===== config.mk =====
export PLATFORM = sky130hd
export DESIGN_NAME = adsc_top
export DESIGN_NICKNAME = d
export VERILOG_FILES = /design/src/inc/adsc_pkg.sv /design/src/inc/adsc_reg_if.sv /design/src/adsc_sync.sv /design/src/adsc_regs.sv /design/src/adsc_top.sv
export VERILOG_INCLUDE_DIRS = /design/src /design/src/inc
export SDC_FILE = /design/constraint.sdc
export NUM_CORES = 1
export LEC_CHECK = 0
export BUFFER_PORTS_ARGS = -buffer_cell sky130_fd_sc_hd__buf_4
export CORE_MARGIN = 4
export CORE_UTILIZATION = 66
export CTS_BUF_LIST = sky130_fd_sc_hd__clkbuf_16
export CTS_CLUSTER_DIAMETER = 120
export DETAILED_ROUTE_END_ITERATION = 8
export GPL_ROUTABILITY_DRIVEN = 0
export GPL_TIMING_DRIVEN = 0
export PLACE_DENSITY_LB_ADDON = 0.1
export SETUP_SLACK_MARGIN = 0.1
export SLEW_MARGIN = 5
export SYNTH_ARGS = -nofsm -noshare
export SYNTH_HDL_FRONTEND = slang
export SYNTH_HIERARCHICAL = 1
export SYNTH_SLANG_ARGS = --single-unit

===== constraint.sdc =====
create_clock -name clk_in -period 6.04 [get_ports clk_in]
set_input_delay 0.302 -clock clk_in [delete_from_list [all_inputs] [get_ports clk_in]]
set_output_delay 0.302 -clock clk_in [all_outputs]
set_load 0.005 [all_outputs]

===== src/inc/adsc_map.svh =====
// Offsets, field positions, command codes and timing counts of the
// converter serial block. Included by the register and top design files and the bench.
`ifndef ADSC_MAP_SVH
`define ADSC_MAP_SVH
`define ADSC_CMD_RESET   7'h03
`define ADSC_CMD_START   7'h04
`define ADSC_CMD_SLEEP   7'h01
`define ADSC_CMD_FETCH   4'h1
`define ADSC_CMD_REG_READ_CMD    4'h2
`define ADSC_CMD_REG_WRITE_CMD    4'h4
`define ADSC_RAW_MAX     20'sh07fff
`define ADSC_RAW_MIN     20'shf8000
`define ADSC_RES_MAX     16'h7fff
`define ADSC_RES_MIN     16'h8000
`define ADSC_CFG_RST     32'h0000_0000
`define ADSC_CM_BIT      10
`define ADSC_MODE_LO     11
`define ADSC_MODE_HI     12
`define ADSC_PSW_BIT     19
`define ADSC_READY_ON_OUT_SEL_BIT   25
`define ADSC_RES_BITS    5'h10
`define ADSC_TRAIL       5'h10
`define ADSC_TRAIL_LOW   5'h08
`define ADSC_RD_WAIT     2'h2
`define ADSC_CLK_NS      10
`define ADSC_TMOD_NS     3906
`define ADSC_MOD_CYC     (`ADSC_TMOD_NS / `ADSC_CLK_NS)
`define ADSC_TOUT_NORM   13955
`define ADSC_TOUT_TURBO  27910
`define ADSC_PULSE_MODS  2
`define ADSC_PULSE_CYC   (`ADSC_PULSE_MODS * `ADSC_MOD_CYC)
`endif


===== src/inc/adsc_pkg.sv =====
// Types of the converter serial block: commands, link states, state records.
// Assumes adsc_map.svh sits on the include path.
package adsc_pkg;
  typedef enum logic [2:0] {
    adsc_c_none  = 3'b000,
    adsc_c_reset = 3'b001,
    adsc_c_start = 3'b010,
    adsc_c_sleep = 3'b011,
    adsc_c_fetch = 3'b100,
    adsc_c_reg_read_cmd  = 3'b101,
    adsc_c_reg_write_cmd  = 3'b110
  } adsc_cmd_t;
  typedef enum logic [1:0] {
    adsc_s_cmd   = 2'b00,
    adsc_s_fetch = 2'b01,
    adsc_s_reg_read_cmd  = 2'b10,
    adsc_s_reg_write_cmd  = 2'b11
  } adsc_link_t;
  typedef struct packed {
    logic [2:0] s1;
    logic [2:0] s2;
    logic       sclk_d;
  } adsc_sync_t;
  typedef struct packed {
    logic [31:0] cfg;
    logic [7:0]  rdata;
  } adsc_regs_t;
  typedef struct packed {
    adsc_link_t  st;
    logic [2:0]  bit_cnt;
    logic [7:0]  in_sr;
    logic [15:0] out_sr;
    logic [4:0]  out_cnt;
    logic        is_res;
    logic [4:0]  trail;
    logic [1:0]  left;
    logic [1:0]  idx;
    logic [1:0]  load_pend;
    logic [31:0] stage;
    logic [3:0]  mask;
    logic [3:0]  wbe;
    logic        clr;
    logic [15:0] snap;
    logic [15:0] res;
    logic        newer;
    logic        rdy_n;
    logic [9:0]  pcnt;
    logic        dout;
    logic        sleep;
    logic        sleep_pend;
    logic        run;
    logic        restart;
    logic [23:0] tout;
  } adsc_state_t;
endpackage


===== src/inc/adsc_reg_if.sv =====
// Carrier between the command engine and the configuration store.
// Assumes both ends run on the same clock.
`timescale 1ns/100ps
interface adsc_reg_if;
  logic        clr;
  logic [3:0]  wbe;
  logic [31:0] wdata;
  logic [1:0]  raddr;
  logic [7:0]  rdata;
  logic [31:0] cfg;
  modport ctl (output clr, wbe, wdata, raddr, input rdata, cfg);
  modport mem (input clr, wbe, wdata, raddr, output rdata, cfg);
endinterface


===== src/adsc_sync.sv =====
// Two-stage synchronisers for the serial pins and serial clock edge finder.
// Assumes pins are asynchronous to clk_in and much slower than it.
`timescale 1ns/100ps
module adsc_sync (
  input  wire logic clk_in,
  input  wire logic rst_b_in,
  input  wire logic sclk_in,
  input  wire logic cs_b_in,
  input  wire logic din_in,
  output logic      rise_out,
  output logic      fall_out,
  output logic      cs_b_out,
  output logic      din_out
);
  adsc_pkg::adsc_sync_t q, d;

  always_comb begin
    d = q;
    d.s1 = {din_in, cs_b_in, sclk_in};
    d.s2 = q.s1;
    d.sclk_d = q.s2[0];
  end

  always_ff @(posedge clk_in or negedge rst_b_in) begin
    if (!rst_b_in) begin
      q <= '0;
      q.s1[1] <= 1'b1;
      q.s2[1] <= 1'b1;
    end else begin
      q <= d;
    end
  end

  assign rise_out = q.s2[0] & ~q.sclk_d;
  assign fall_out = ~q.s2[0] & q.sclk_d;
  assign cs_b_out = q.s2[1];
  assign din_out  = q.s2[2];
endmodule // adsc_sync


===== src/adsc_regs.sv =====
// Four byte-wide configuration registers with a registered read port.
// Assumes clear and byte writes come from the command engine.
`timescale 1ns/100ps
`include "adsc_map.svh"
module adsc_regs (
  input wire logic clk_in,
  input wire logic rst_b_in,
  adsc_reg_if.mem  bus
);
  adsc_pkg::adsc_regs_t q, d;

  always_comb begin
    d = q;
    for (int i = 0; i < 4; i++) begin
      if (bus.wbe[i]) begin
        d.cfg[i*8 +: 8] = bus.wdata[i*8 +: 8];
      end
    end
    // Clear wins: a reset command must never leave a stale byte behind
    if (bus.clr) begin
      d.cfg = `ADSC_CFG_RST;
    end
    d.rdata = q.cfg[{bus.raddr, 3'b000} +: 8];
  end

  always_ff @(posedge clk_in or negedge rst_b_in) begin
    if (!rst_b_in) begin
      q <= '0;
    end else begin
      q <= d;
    end
  end

  assign bus.rdata = q.rdata;
  assign bus.cfg   = q.cfg;
endmodule // adsc_regs


===== src/adsc_top.sv =====
// Serial command decoder and result readout of a 16-bit converter.
// Assumes conv_done_in, conv_busy_in and raw_in come from the filter on clk_in.
`timescale 1ns/100ps
`include "adsc_map.svh"
module adsc_top #(
  parameter int TOUT_NORM_CYC  = `ADSC_TOUT_NORM * `ADSC_MOD_CYC,
  parameter int TOUT_TURBO_CYC = `ADSC_TOUT_TURBO * (`ADSC_MOD_CYC / 2)
) (
  input  wire logic               clk_in,
  input  wire logic               rst_b_in,
  input  wire logic               sclk_in,
  input  wire logic               cs_b_in,
  input  wire logic               din_in,
  input  wire logic               conv_done_in,
  input  wire logic               conv_busy_in,
  input  wire logic signed [19:0] raw_in,
  output logic                    ready_flag_n_out,
  output logic                    shared_out_ready_out,
  output logic                    shared_out_ready_oe_b_out,
  output logic                    conv_restart_out,
  output logic                    continuous_select_out,
  output logic                    analog_on_out,
  output logic                    low_switch_closed_out,
  output logic [31:0]             config_out
);
  adsc_pkg::adsc_state_t q, d;
  adsc_pkg::adsc_cmd_t   cmd;
  logic       rise_s, fall_s, cs_b_s, din_s;
  logic       rise, fall, tmo, sel, shown;
  logic [7:0] b;
  logic [3:0] m;

  adsc_reg_if rif ();

  adsc_sync u_sync (
    .clk_in   (clk_in),
    .rst_b_in (rst_b_in),
    .sclk_in  (sclk_in),
    .cs_b_in  (cs_b_in),
    .din_in   (din_in),
    .rise_out (rise_s),
    .fall_out (fall_s),
    .cs_b_out (cs_b_s),
    .din_out  (din_s)
  );

  adsc_regs u_regs (
    .clk_in   (clk_in),
    .rst_b_in (rst_b_in),
    .bus      (rif)
  );

  function automatic logic [15:0] clip(input logic signed [19:0] v);
    if (v > `ADSC_RAW_MAX) begin
      clip = `ADSC_RES_MAX;
    end else if (v < `ADSC_RAW_MIN) begin
      clip = `ADSC_RES_MIN;
    end else begin
      clip = v[15:0];
    end
  endfunction

  function automatic adsc_pkg::adsc_cmd_t decode(input logic [7:0] v);
    if (v[7:1] == `ADSC_CMD_RESET) begin
      decode = adsc_pkg::adsc_c_reset;
    end else if (v[7:1] == `ADSC_CMD_START) begin
      decode = adsc_pkg::adsc_c_start;
    end else if (v[7:1] == `ADSC_CMD_SLEEP) begin
      decode = adsc_pkg::adsc_c_sleep;
    end else if (v[7:4] == `ADSC_CMD_FETCH) begin
      decode = adsc_pkg::adsc_c_fetch;
    end else if (v[7:4] == `ADSC_CMD_REG_READ_CMD) begin
      decode = adsc_pkg::adsc_c_reg_read_cmd;
    end else if (v[7:4] == `ADSC_CMD_REG_WRITE_CMD) begin
      decode = adsc_pkg::adsc_c_reg_write_cmd;
    end else begin
      decode = adsc_pkg::adsc_c_none;
    end
  endfunction

  assign sel   = rif.cfg[`ADSC_READY_ON_OUT_SEL_BIT];
  assign rise  = rise_s & ~cs_b_s;
  assign fall  = fall_s & ~cs_b_s;
  assign b     = {q.in_sr[6:0], din_s};
  assign cmd   = decode(b);
  // Turbo halves the modulator period, so its limit is a separate count
  assign tmo   = (rif.cfg[`ADSC_MODE_HI] & ~rif.cfg[`ADSC_MODE_LO]) ?
                 (q.tout >= 24'(TOUT_TURBO_CYC)) :
                 (q.tout >= 24'(TOUT_NORM_CYC));
  assign shown = (q.out_cnt == 5'h00) ||
                 (q.is_res && q.out_cnt == `ADSC_RES_BITS);

  always_comb begin
    d = q;
    m = q.mask;
    d.restart = 1'b0;
    d.clr = 1'b0;
    d.wbe = 4'h0;
    if (q.pcnt != 10'h000) begin
      d.pcnt = q.pcnt - 10'h001;
      if (q.pcnt == 10'h001) begin
        d.rdy_n = 1'b0;
      end
    end
    if (cs_b_s || tmo) begin
      d.st = adsc_pkg::adsc_s_cmd;
      d.bit_cnt = 3'h0;
      d.trail = 5'h00;
      d.tout = 24'h000000;
      d.load_pend = 2'h0;
      if (q.st != adsc_pkg::adsc_s_cmd) begin
        d.out_cnt = 5'h00;
      end
    end else begin
      if (q.st != adsc_pkg::adsc_s_cmd || q.bit_cnt != 3'h0) begin
        d.tout = q.tout + 24'h000001;
      end else begin
        d.tout = 24'h000000;
      end
      if (rise) begin
        if (!q.newer) begin
          d.rdy_n = 1'b1;
        end
        if (q.out_cnt != 5'h00) begin
          d.dout = q.out_sr[15];
          d.out_sr = {q.out_sr[14:0], 1'b0};
          d.out_cnt = q.out_cnt - 5'h01;
          if (q.out_cnt == 5'h01 && q.is_res) begin
            d.trail = `ADSC_TRAIL;
          end
        end else if (q.trail != 5'h00) begin
          d.dout = (q.trail > `ADSC_TRAIL_LOW) ? 1'b0 : 1'b1;
          d.trail = q.trail - 5'h01;
        end
      end
      if (fall) begin
        d.in_sr = b;
        d.bit_cnt = q.bit_cnt + 3'h1;
        if (q.bit_cnt == 3'h0 && q.st == adsc_pkg::adsc_s_cmd) begin
          d.snap = q.res;
          d.newer = 1'b0;
        end
        if (q.bit_cnt == 3'h7) begin
          d.tout = 24'h000000;
          unique case (q.st)
            adsc_pkg::adsc_s_cmd: begin
              unique case (cmd)
                adsc_pkg::adsc_c_reset: begin
                  d.clr = 1'b1;
                  d.run = 1'b0;
                  d.sleep = 1'b0;
                  d.sleep_pend = 1'b0;
                end
                adsc_pkg::adsc_c_start: begin
                  d.restart = 1'b1;
                  d.run = 1'b1;
                  d.sleep = 1'b0;
                  d.sleep_pend = 1'b0;
                end
                adsc_pkg::adsc_c_sleep: begin
                  d.sleep_pend = 1'b1;
                end
                adsc_pkg::adsc_c_fetch: begin
                  d.st = adsc_pkg::adsc_s_fetch;
                  d.out_sr = q.snap;
                  d.out_cnt = `ADSC_RES_BITS;
                  d.is_res = 1'b1;
                  d.trail = 5'h00;
                  d.left = 2'h1;
                end
                adsc_pkg::adsc_c_reg_read_cmd: begin
                  d.st = adsc_pkg::adsc_s_reg_read_cmd;
                  d.idx = b[3:2];
                  d.left = b[1:0];
                  d.out_cnt = 5'h00;
                  d.trail = 5'h00;
                  d.load_pend = `ADSC_RD_WAIT;
                end
                adsc_pkg::adsc_c_reg_write_cmd: begin
                  d.st = adsc_pkg::adsc_s_reg_write_cmd;
                  d.idx = b[3:2];
                  d.left = b[1:0];
                  d.mask = 4'h0;
                end
                default: begin
                end
              endcase
            end
            adsc_pkg::adsc_s_fetch, adsc_pkg::adsc_s_reg_read_cmd: begin
              // Bytes here are data clocks, never commands
              if (q.left == 2'h0) begin
                d.st = adsc_pkg::adsc_s_cmd;
              end else begin
                d.left = q.left - 2'h1;
                if (q.st == adsc_pkg::adsc_s_reg_read_cmd) begin
                  d.idx = q.idx + 2'h1;
                  d.load_pend = `ADSC_RD_WAIT;
                end
              end
            end
            adsc_pkg::adsc_s_reg_write_cmd: begin
              d.stage[{q.idx, 3'b000} +: 8] = b;
              m[q.idx] = 1'b1;
              d.mask = m;
              d.idx = q.idx + 2'h1;
              if (q.left == 2'h0) begin
                d.wbe = m;
                d.restart = 1'b1;
                d.run = 1'b1;
                d.sleep = 1'b0;
                d.sleep_pend = 1'b0;
                d.st = adsc_pkg::adsc_s_cmd;
              end else begin
                d.left = q.left - 2'h1;
              end
            end
          endcase
        end
      end
      // Read port is registered, so the byte is taken two cycles later
      if (q.load_pend != 2'h0 && !rise && !fall) begin
        d.load_pend = q.load_pend - 2'h1;
        if (q.load_pend == 2'h1) begin
          d.out_sr = {rif.rdata, 8'h00};
          d.out_cnt = 5'h08;
          d.is_res = 1'b0;
        end
      end
    end
    if (q.sleep_pend && !conv_busy_in) begin
      d.sleep = 1'b1;
      d.sleep_pend = 1'b0;
    end
    if (conv_done_in) begin
      d.res = clip(raw_in);
      d.newer = 1'b1;
      if (!q.rdy_n && q.pcnt == 10'h000) begin
        d.rdy_n = 1'b1;
        d.pcnt = 10'(`ADSC_PULSE_CYC);
      end else begin
        d.rdy_n = 1'b0;
      end
      // A plain read already under way keeps its word intact
      if (d.st == adsc_pkg::adsc_s_cmd && shown && d.load_pend == 2'h0) begin
        d.out_sr = clip(raw_in);
        d.out_cnt = `ADSC_RES_BITS;
        d.is_res = 1'b1;
        d.newer = 1'b0;
      end
    end
    if (sel && !rise && q.st == adsc_pkg::adsc_s_cmd && shown &&
        q.trail == 5'h00) begin
      d.dout = d.rdy_n;
    end
  end

  always_ff @(posedge clk_in or negedge rst_b_in) begin
    if (!rst_b_in) begin
      q <= '0;
      q.rdy_n <= 1'b1;
      q.dout <= 1'b1;
    end else begin
      q <= d;
    end
  end

  assign rif.clr   = q.clr;
  assign rif.wbe   = q.wbe;
  assign rif.wdata = q.stage;
  assign rif.raddr = q.idx;

  assign ready_flag_n_out          = q.rdy_n;
  assign shared_out_ready_out      = q.dout;
  assign shared_out_ready_oe_b_out = cs_b_s;
  assign conv_restart_out          = q.restart;
  assign continuous_select_out     = rif.cfg[`ADSC_CM_BIT];
  assign analog_on_out             = ~q.sleep;
  assign low_switch_closed_out     = rif.cfg[`ADSC_PSW_BIT] & q.run &
                                     ~q.sleep;
  assign config_out                = rif.cfg;
endmodule // adsc_top


# Yosys cells after proc, flatten, opt, wreduce, memory -nomap -nowiden
# Cells that the tools add are included.
word_totals:
  input_bits: 27
  word_cells: 257
  out_inout_bits: 39
  regBits: 207
classes:
  muxes: 96
  shifts: 3
  n_eq_ne: 34
  n_reduce_logical: 64
  n_bitwise: 12
  order_cmp: 6
  add_sub_neg: 9
op_table:
  columns: ["op", "n"]
  rows:
  - ["$mux 103", 1]
  - ["$mux 22", 4]
  - ["$mux 21", 4]
  - ["$mux 16", 5]
  - ["$mux 74", 1]
  - ["$mux 32", 2]
  - ["$mux 28", 2]
  - ["$mux 5", 11]
  - ["$mux 24", 2]
  - ["$bwmux 32", 1]
  - ["$mux 8", 4]
  - ["$shift 8x7->32 const A", 1]
  - ["$shiftx 32x6->8", 1]
  - ["$shiftx 8x7->32", 1]
  - ["$mux 6", 5]
  - ["$reduce_and 6->1", 5]
  - ["$mux 27", 1]
  - ["$reduce_bool 2->1", 13]
  - ["$add 24x1->24 const B", 1]
  - ["$ge 24x23->1 const B", 1]
  - ["$gt 20x16->1 const B", 1]
  - ["$lt 20x16->1 const B", 1]
  - ["$mux 4", 5]
  - ["$mux 1", 19]
  - ["61 further kinds", 132]

# Depth between registers and ports, before layout
depth:
  word_depth: 20
  ltp_mapped: 12

# Modules after synthesis
# Netlist, hierarchy kept.
modules_own_cells:
  columns: ["module", "cells_per_inst", "area_each_um2", "n_inst", "seq_area_each_um2"]
  rows:
  - ["adsc_top", 868, 8369.3, 1, 3981.3]
  - ["adsc_regs", 121, 1669.1, 1, 1001.0]
  - ["adsc_sync", 9, 192.7, 1, 177.7]

# Worst setup path after synthesis
# Ideal clock, no wire load.
synth_path:
  path_kind: "register -> register"
  start: "reg q[158] (netlist name)"
  end: "reg q[141] (netlist name)"
  path_slack_ps: 3492
  n_path_buf: 2
  synth_period_minus_slack_ps: 2548
  arrival_time_ps: 2423
  stages_incl_launch_ff: 11
  path_cell_list: "dfrtp_1 > inv_1 > ha_1 > buf_2 > nand2b_1 > or4b_2 > a21oi_1 > o311ai_1 > o2111ai_2 > buf_6 > mux2_4"
synth_lines:
  columns: ["item", "line_no", "text"]
  rows:
  - ["start, declared", "adsc_top.sv:26", "adsc_pkg::adsc_state_t q, d;"]

# Worst setup path after layout
layout_path:
  start: "reg u_sync.q (netlist bit u_sync/d[0])"
  end: "reg q[59] (netlist name)"
layout_between:
  elab_chain_cells: 4
layout_rtl:
  columns: ["item", "line_no", "text"]
  rows:
  - ["start, declared", "adsc_sync.sv:15", "adsc_pkg::adsc_sync_t q, d;"]
  - ["$not 1->1", "adsc_sync.sv:35", "assign fall_out = ~q.s2[0] & q.sclk_d;"]
  - ["$and 1x1->1", "adsc_sync.sv:35", null]
  - ["net fall_s", "adsc_top.sv:28", "logic rise_s, fall_s, cs_b_s, din_s;"]
  - ["$and 1x1->1", "adsc_top.sv:83", "assign fall = fall_s & ~cs_b_s;"]
  - ["$reduce_and 3->1 (no line)", null, null]
# The timed path passes the listed nets, and every way through them passes these cells.
# A chain may end at the register's enable or synchronous reset.

==> flow_summary.toml <==
[floorplan]
die_area_um2 = 17600
core_area_um2 = 15200
start_util_pct = 67.3
die_w_um = 133
io_pins = 66
rows = 45
die_y_um = 133

[synth]
synth.area.top_cells = "dfrtp_1 (49%), mux2i_1 (6.6%), mux2_2 (4.1%), nor2_1 (4.0%), nand2_1 (3.7%)"
syn_area_per_cell_um2 = 10.3
synth-async-reset-ratio_pct = 100
synth_cell_types = 72
yosysTopAreaCellShare_pct = 49.4
synth_edf_count = 0
synth_top_flop_cell = "dfrtp_1"
seq_area_frac_synth_pct = 50.4
synth_common_cells = "dfrtp_1 (202), nor2_1 (109), nand2_1 (100)"
yosysWarnings = 6
netlist_instances = 998
yosysMostFrequentCell = "dfrtp_1"
synth_nets = 1051
synth-seq-cells = 206
syn_area_um2 = 10200
synth_top_cell_by_area = "dfrtp_1"

[sta]
tightest_slew_ns = 1.34
drv_slew = 0
fin_tns_setup_ns = 0
finClkSkew_ns = 0.0280
fmax_mhz = 297
hold_viol = 0
fin_hold_ws_ns = 0.0344
rsz0062_at_grt = "false"
setup_viol = 0
period_share_pct = 55.7
relSlewSlack_pct = 9.54
min_period_ns = 3.37

[clock_network]
cts_made_buffers = 22
post-cts-setup-buffers = 0
clk_latency_ns = 0.52
cts_root_buffer = "clkbuf_16"
path_clk_slew_ns = 0.06
htreeDepth = 1
clockBufferDepth = 3
clock-sinks = 206
cts_tree = "built"

[global_route]
first_global_vias = 8097
grt_pass1_wl_um = 40400
antenna_found_initial = 0
gr-total-overflow = 0
grtUsageTotal_pct = 28.0
grt_max_degree = 112

[worst_hold_path]
hold_depth = 3
min_to = "q[26]"
hp-start = "conv_busy_in"
hold_class = "in -> reg"

[cells_and_area]
fillers = 1020
final_area_um2 = 11700
drive_gt1_share_pct = 16.2
antennaDiodeCount = 0
syn_to_final_growth_pct = 14.3
final_nets = 1145

[flow_run]
drv_cap = 0

[power]
ir_drop_mv = 0.237
p_per_area_nw_per_um2 = 303
leakagePower_nw = 5.34
finalPower_mw = 3.54

[detailed_routing]
wl_per_cell_um = 18.9
drc = 0
final_antenna_net_count = 0
drt_iter0_drc = 554
drt-pass1-iter-count = 5
vias = 7964
finalWirelength_um = 24400
viasPerCell = 6.15

[place]
port_buffers = 65
place_area_um2 = 11000
dp_hpwl_um = 17000

[critical_path]
criticalPathCategory = "reg -> reg"
worstReg2RegStart = "u_sync/d[0]"
r2r_end = "q[59]"
ff2ff_path_depth = 7
setup.worst_path.start_class = "flip-flop"
cp_max_fo = 10
critPathCaptureType = "flip-flop"
reg2reg_slack_ns = 2.67
crit_required_ns = 6.42
cp.arrival_ns = 3.74

[outcome]
status = "complete, no violations"
[repair_timing]
item / CTS / global route
hold endpoints to repair: 109 / 0
hold buffers: 4 / 0
resized for setup: 0 / 0
[per-layer routing]
metal  global-route usage, %  routed length (µm)
met1                    36.4               10300
met3                    3.95                1130
met4                    8.60                 580
met2                    49.1               12400
met5                       0                   0
[power by group]
group,internal [mW],switching (mW)
registers,1.53,0.129
clock network,0.708,0.548
logic,0.278,0.344
total,2.52,1.02
[critical path: stages (launching register included)]
cell      delay [ns]
dfrtp_1         0.41
and2b_2         0.27
clkbuf_1        0.55
inv_1           0.09
a311o_1         0.35
nor3_2          0.74
buf_2           0.44
mux2_2          0.38
[cell families after synthesis]
group,share of synthesized area [%]
fa+ha+maj,3.18
mux,13.1
buf+inv,3.82
other cells,0.0367
flops,50.4
xor+xnor,2.40
simple gates,16.5
compound gates,10.6
[through the flow]
| stage | setup slack [ns] | utilization, % | instances |
|---|---|---|---|
| CTS | 2.78 | 76.9 | 1295 |
| global placement | 2.89 | 72.1 | 1251 |
| detailed placement | 2.83 | 72.3 | 1252 |
| finish | 2.67 | 76.9 | 1295 |
| global route | 2.43 | 76.9 | 1295 |
| floorplan | 3.49 | - | 998 |
[final cells by class]
| class | count | area, µm² | share of cell area, % |
|---|---|---|---|
| inverters | 37 | 139 | 1.19 |
| repair buffers | 70 | 563 | 4.81 |
| flip-flops and latches | 206 | 5160 | 44.1 |
| clock inverters | 17 | 116 | 0.995 |
| multi-input cells | 700 | 4680 | 40.0 |
| well taps | 188 | 235 | 2.01 |
| clock buffers | 22 | 551 | 4.71 |
| plain buffers | 55 | 251 | 2.15 |
[worst max path at each step]
stage,from,end,cells past startpoint
final,u_sync/d[0],q[59],7
after global routing,q[155],q[136],11
after CTS,u_sync/d[0],q[59],7
after detailed placement,q[0],q[79],9
after global placement,q[0],q[69],8
after floorplan,q[158],q[141],10
[layout by cell type, fill, tap and decap left out, types with 9 or more instances in the layout]
| cell type | count |
|---|---|
| inv_1 | 39 |
| nand2_1 | 100 |
| buf_2 | 11 |
| a21oi_1 | 30 |
| o21ai_0 | 71 |
| and2_1 | 10 |
| nor2_1 | 109 |
| mux2i_1 | 67 |
| and3_1 | 9 |
| nand3_1 | 42 |
| nor2b_1 | 10 |
| nor3_1 | 21 |
| clkbuf_16 | 22 |
| xnor2_1 | 11 |
| nor4_1 | 11 |
| xor2_1 | 17 |
| dfrtp_1 | 202 |
| o21a_1 | 10 |
| a2111oi_0 | 12 |
| mux2_2 | 37 |
| ha_1 | 26 |
| nand4_1 | 13 |
| buf_4 | 66 |
| clkbuf_1 | 35 |
Power figures use the tool's default switching activity.
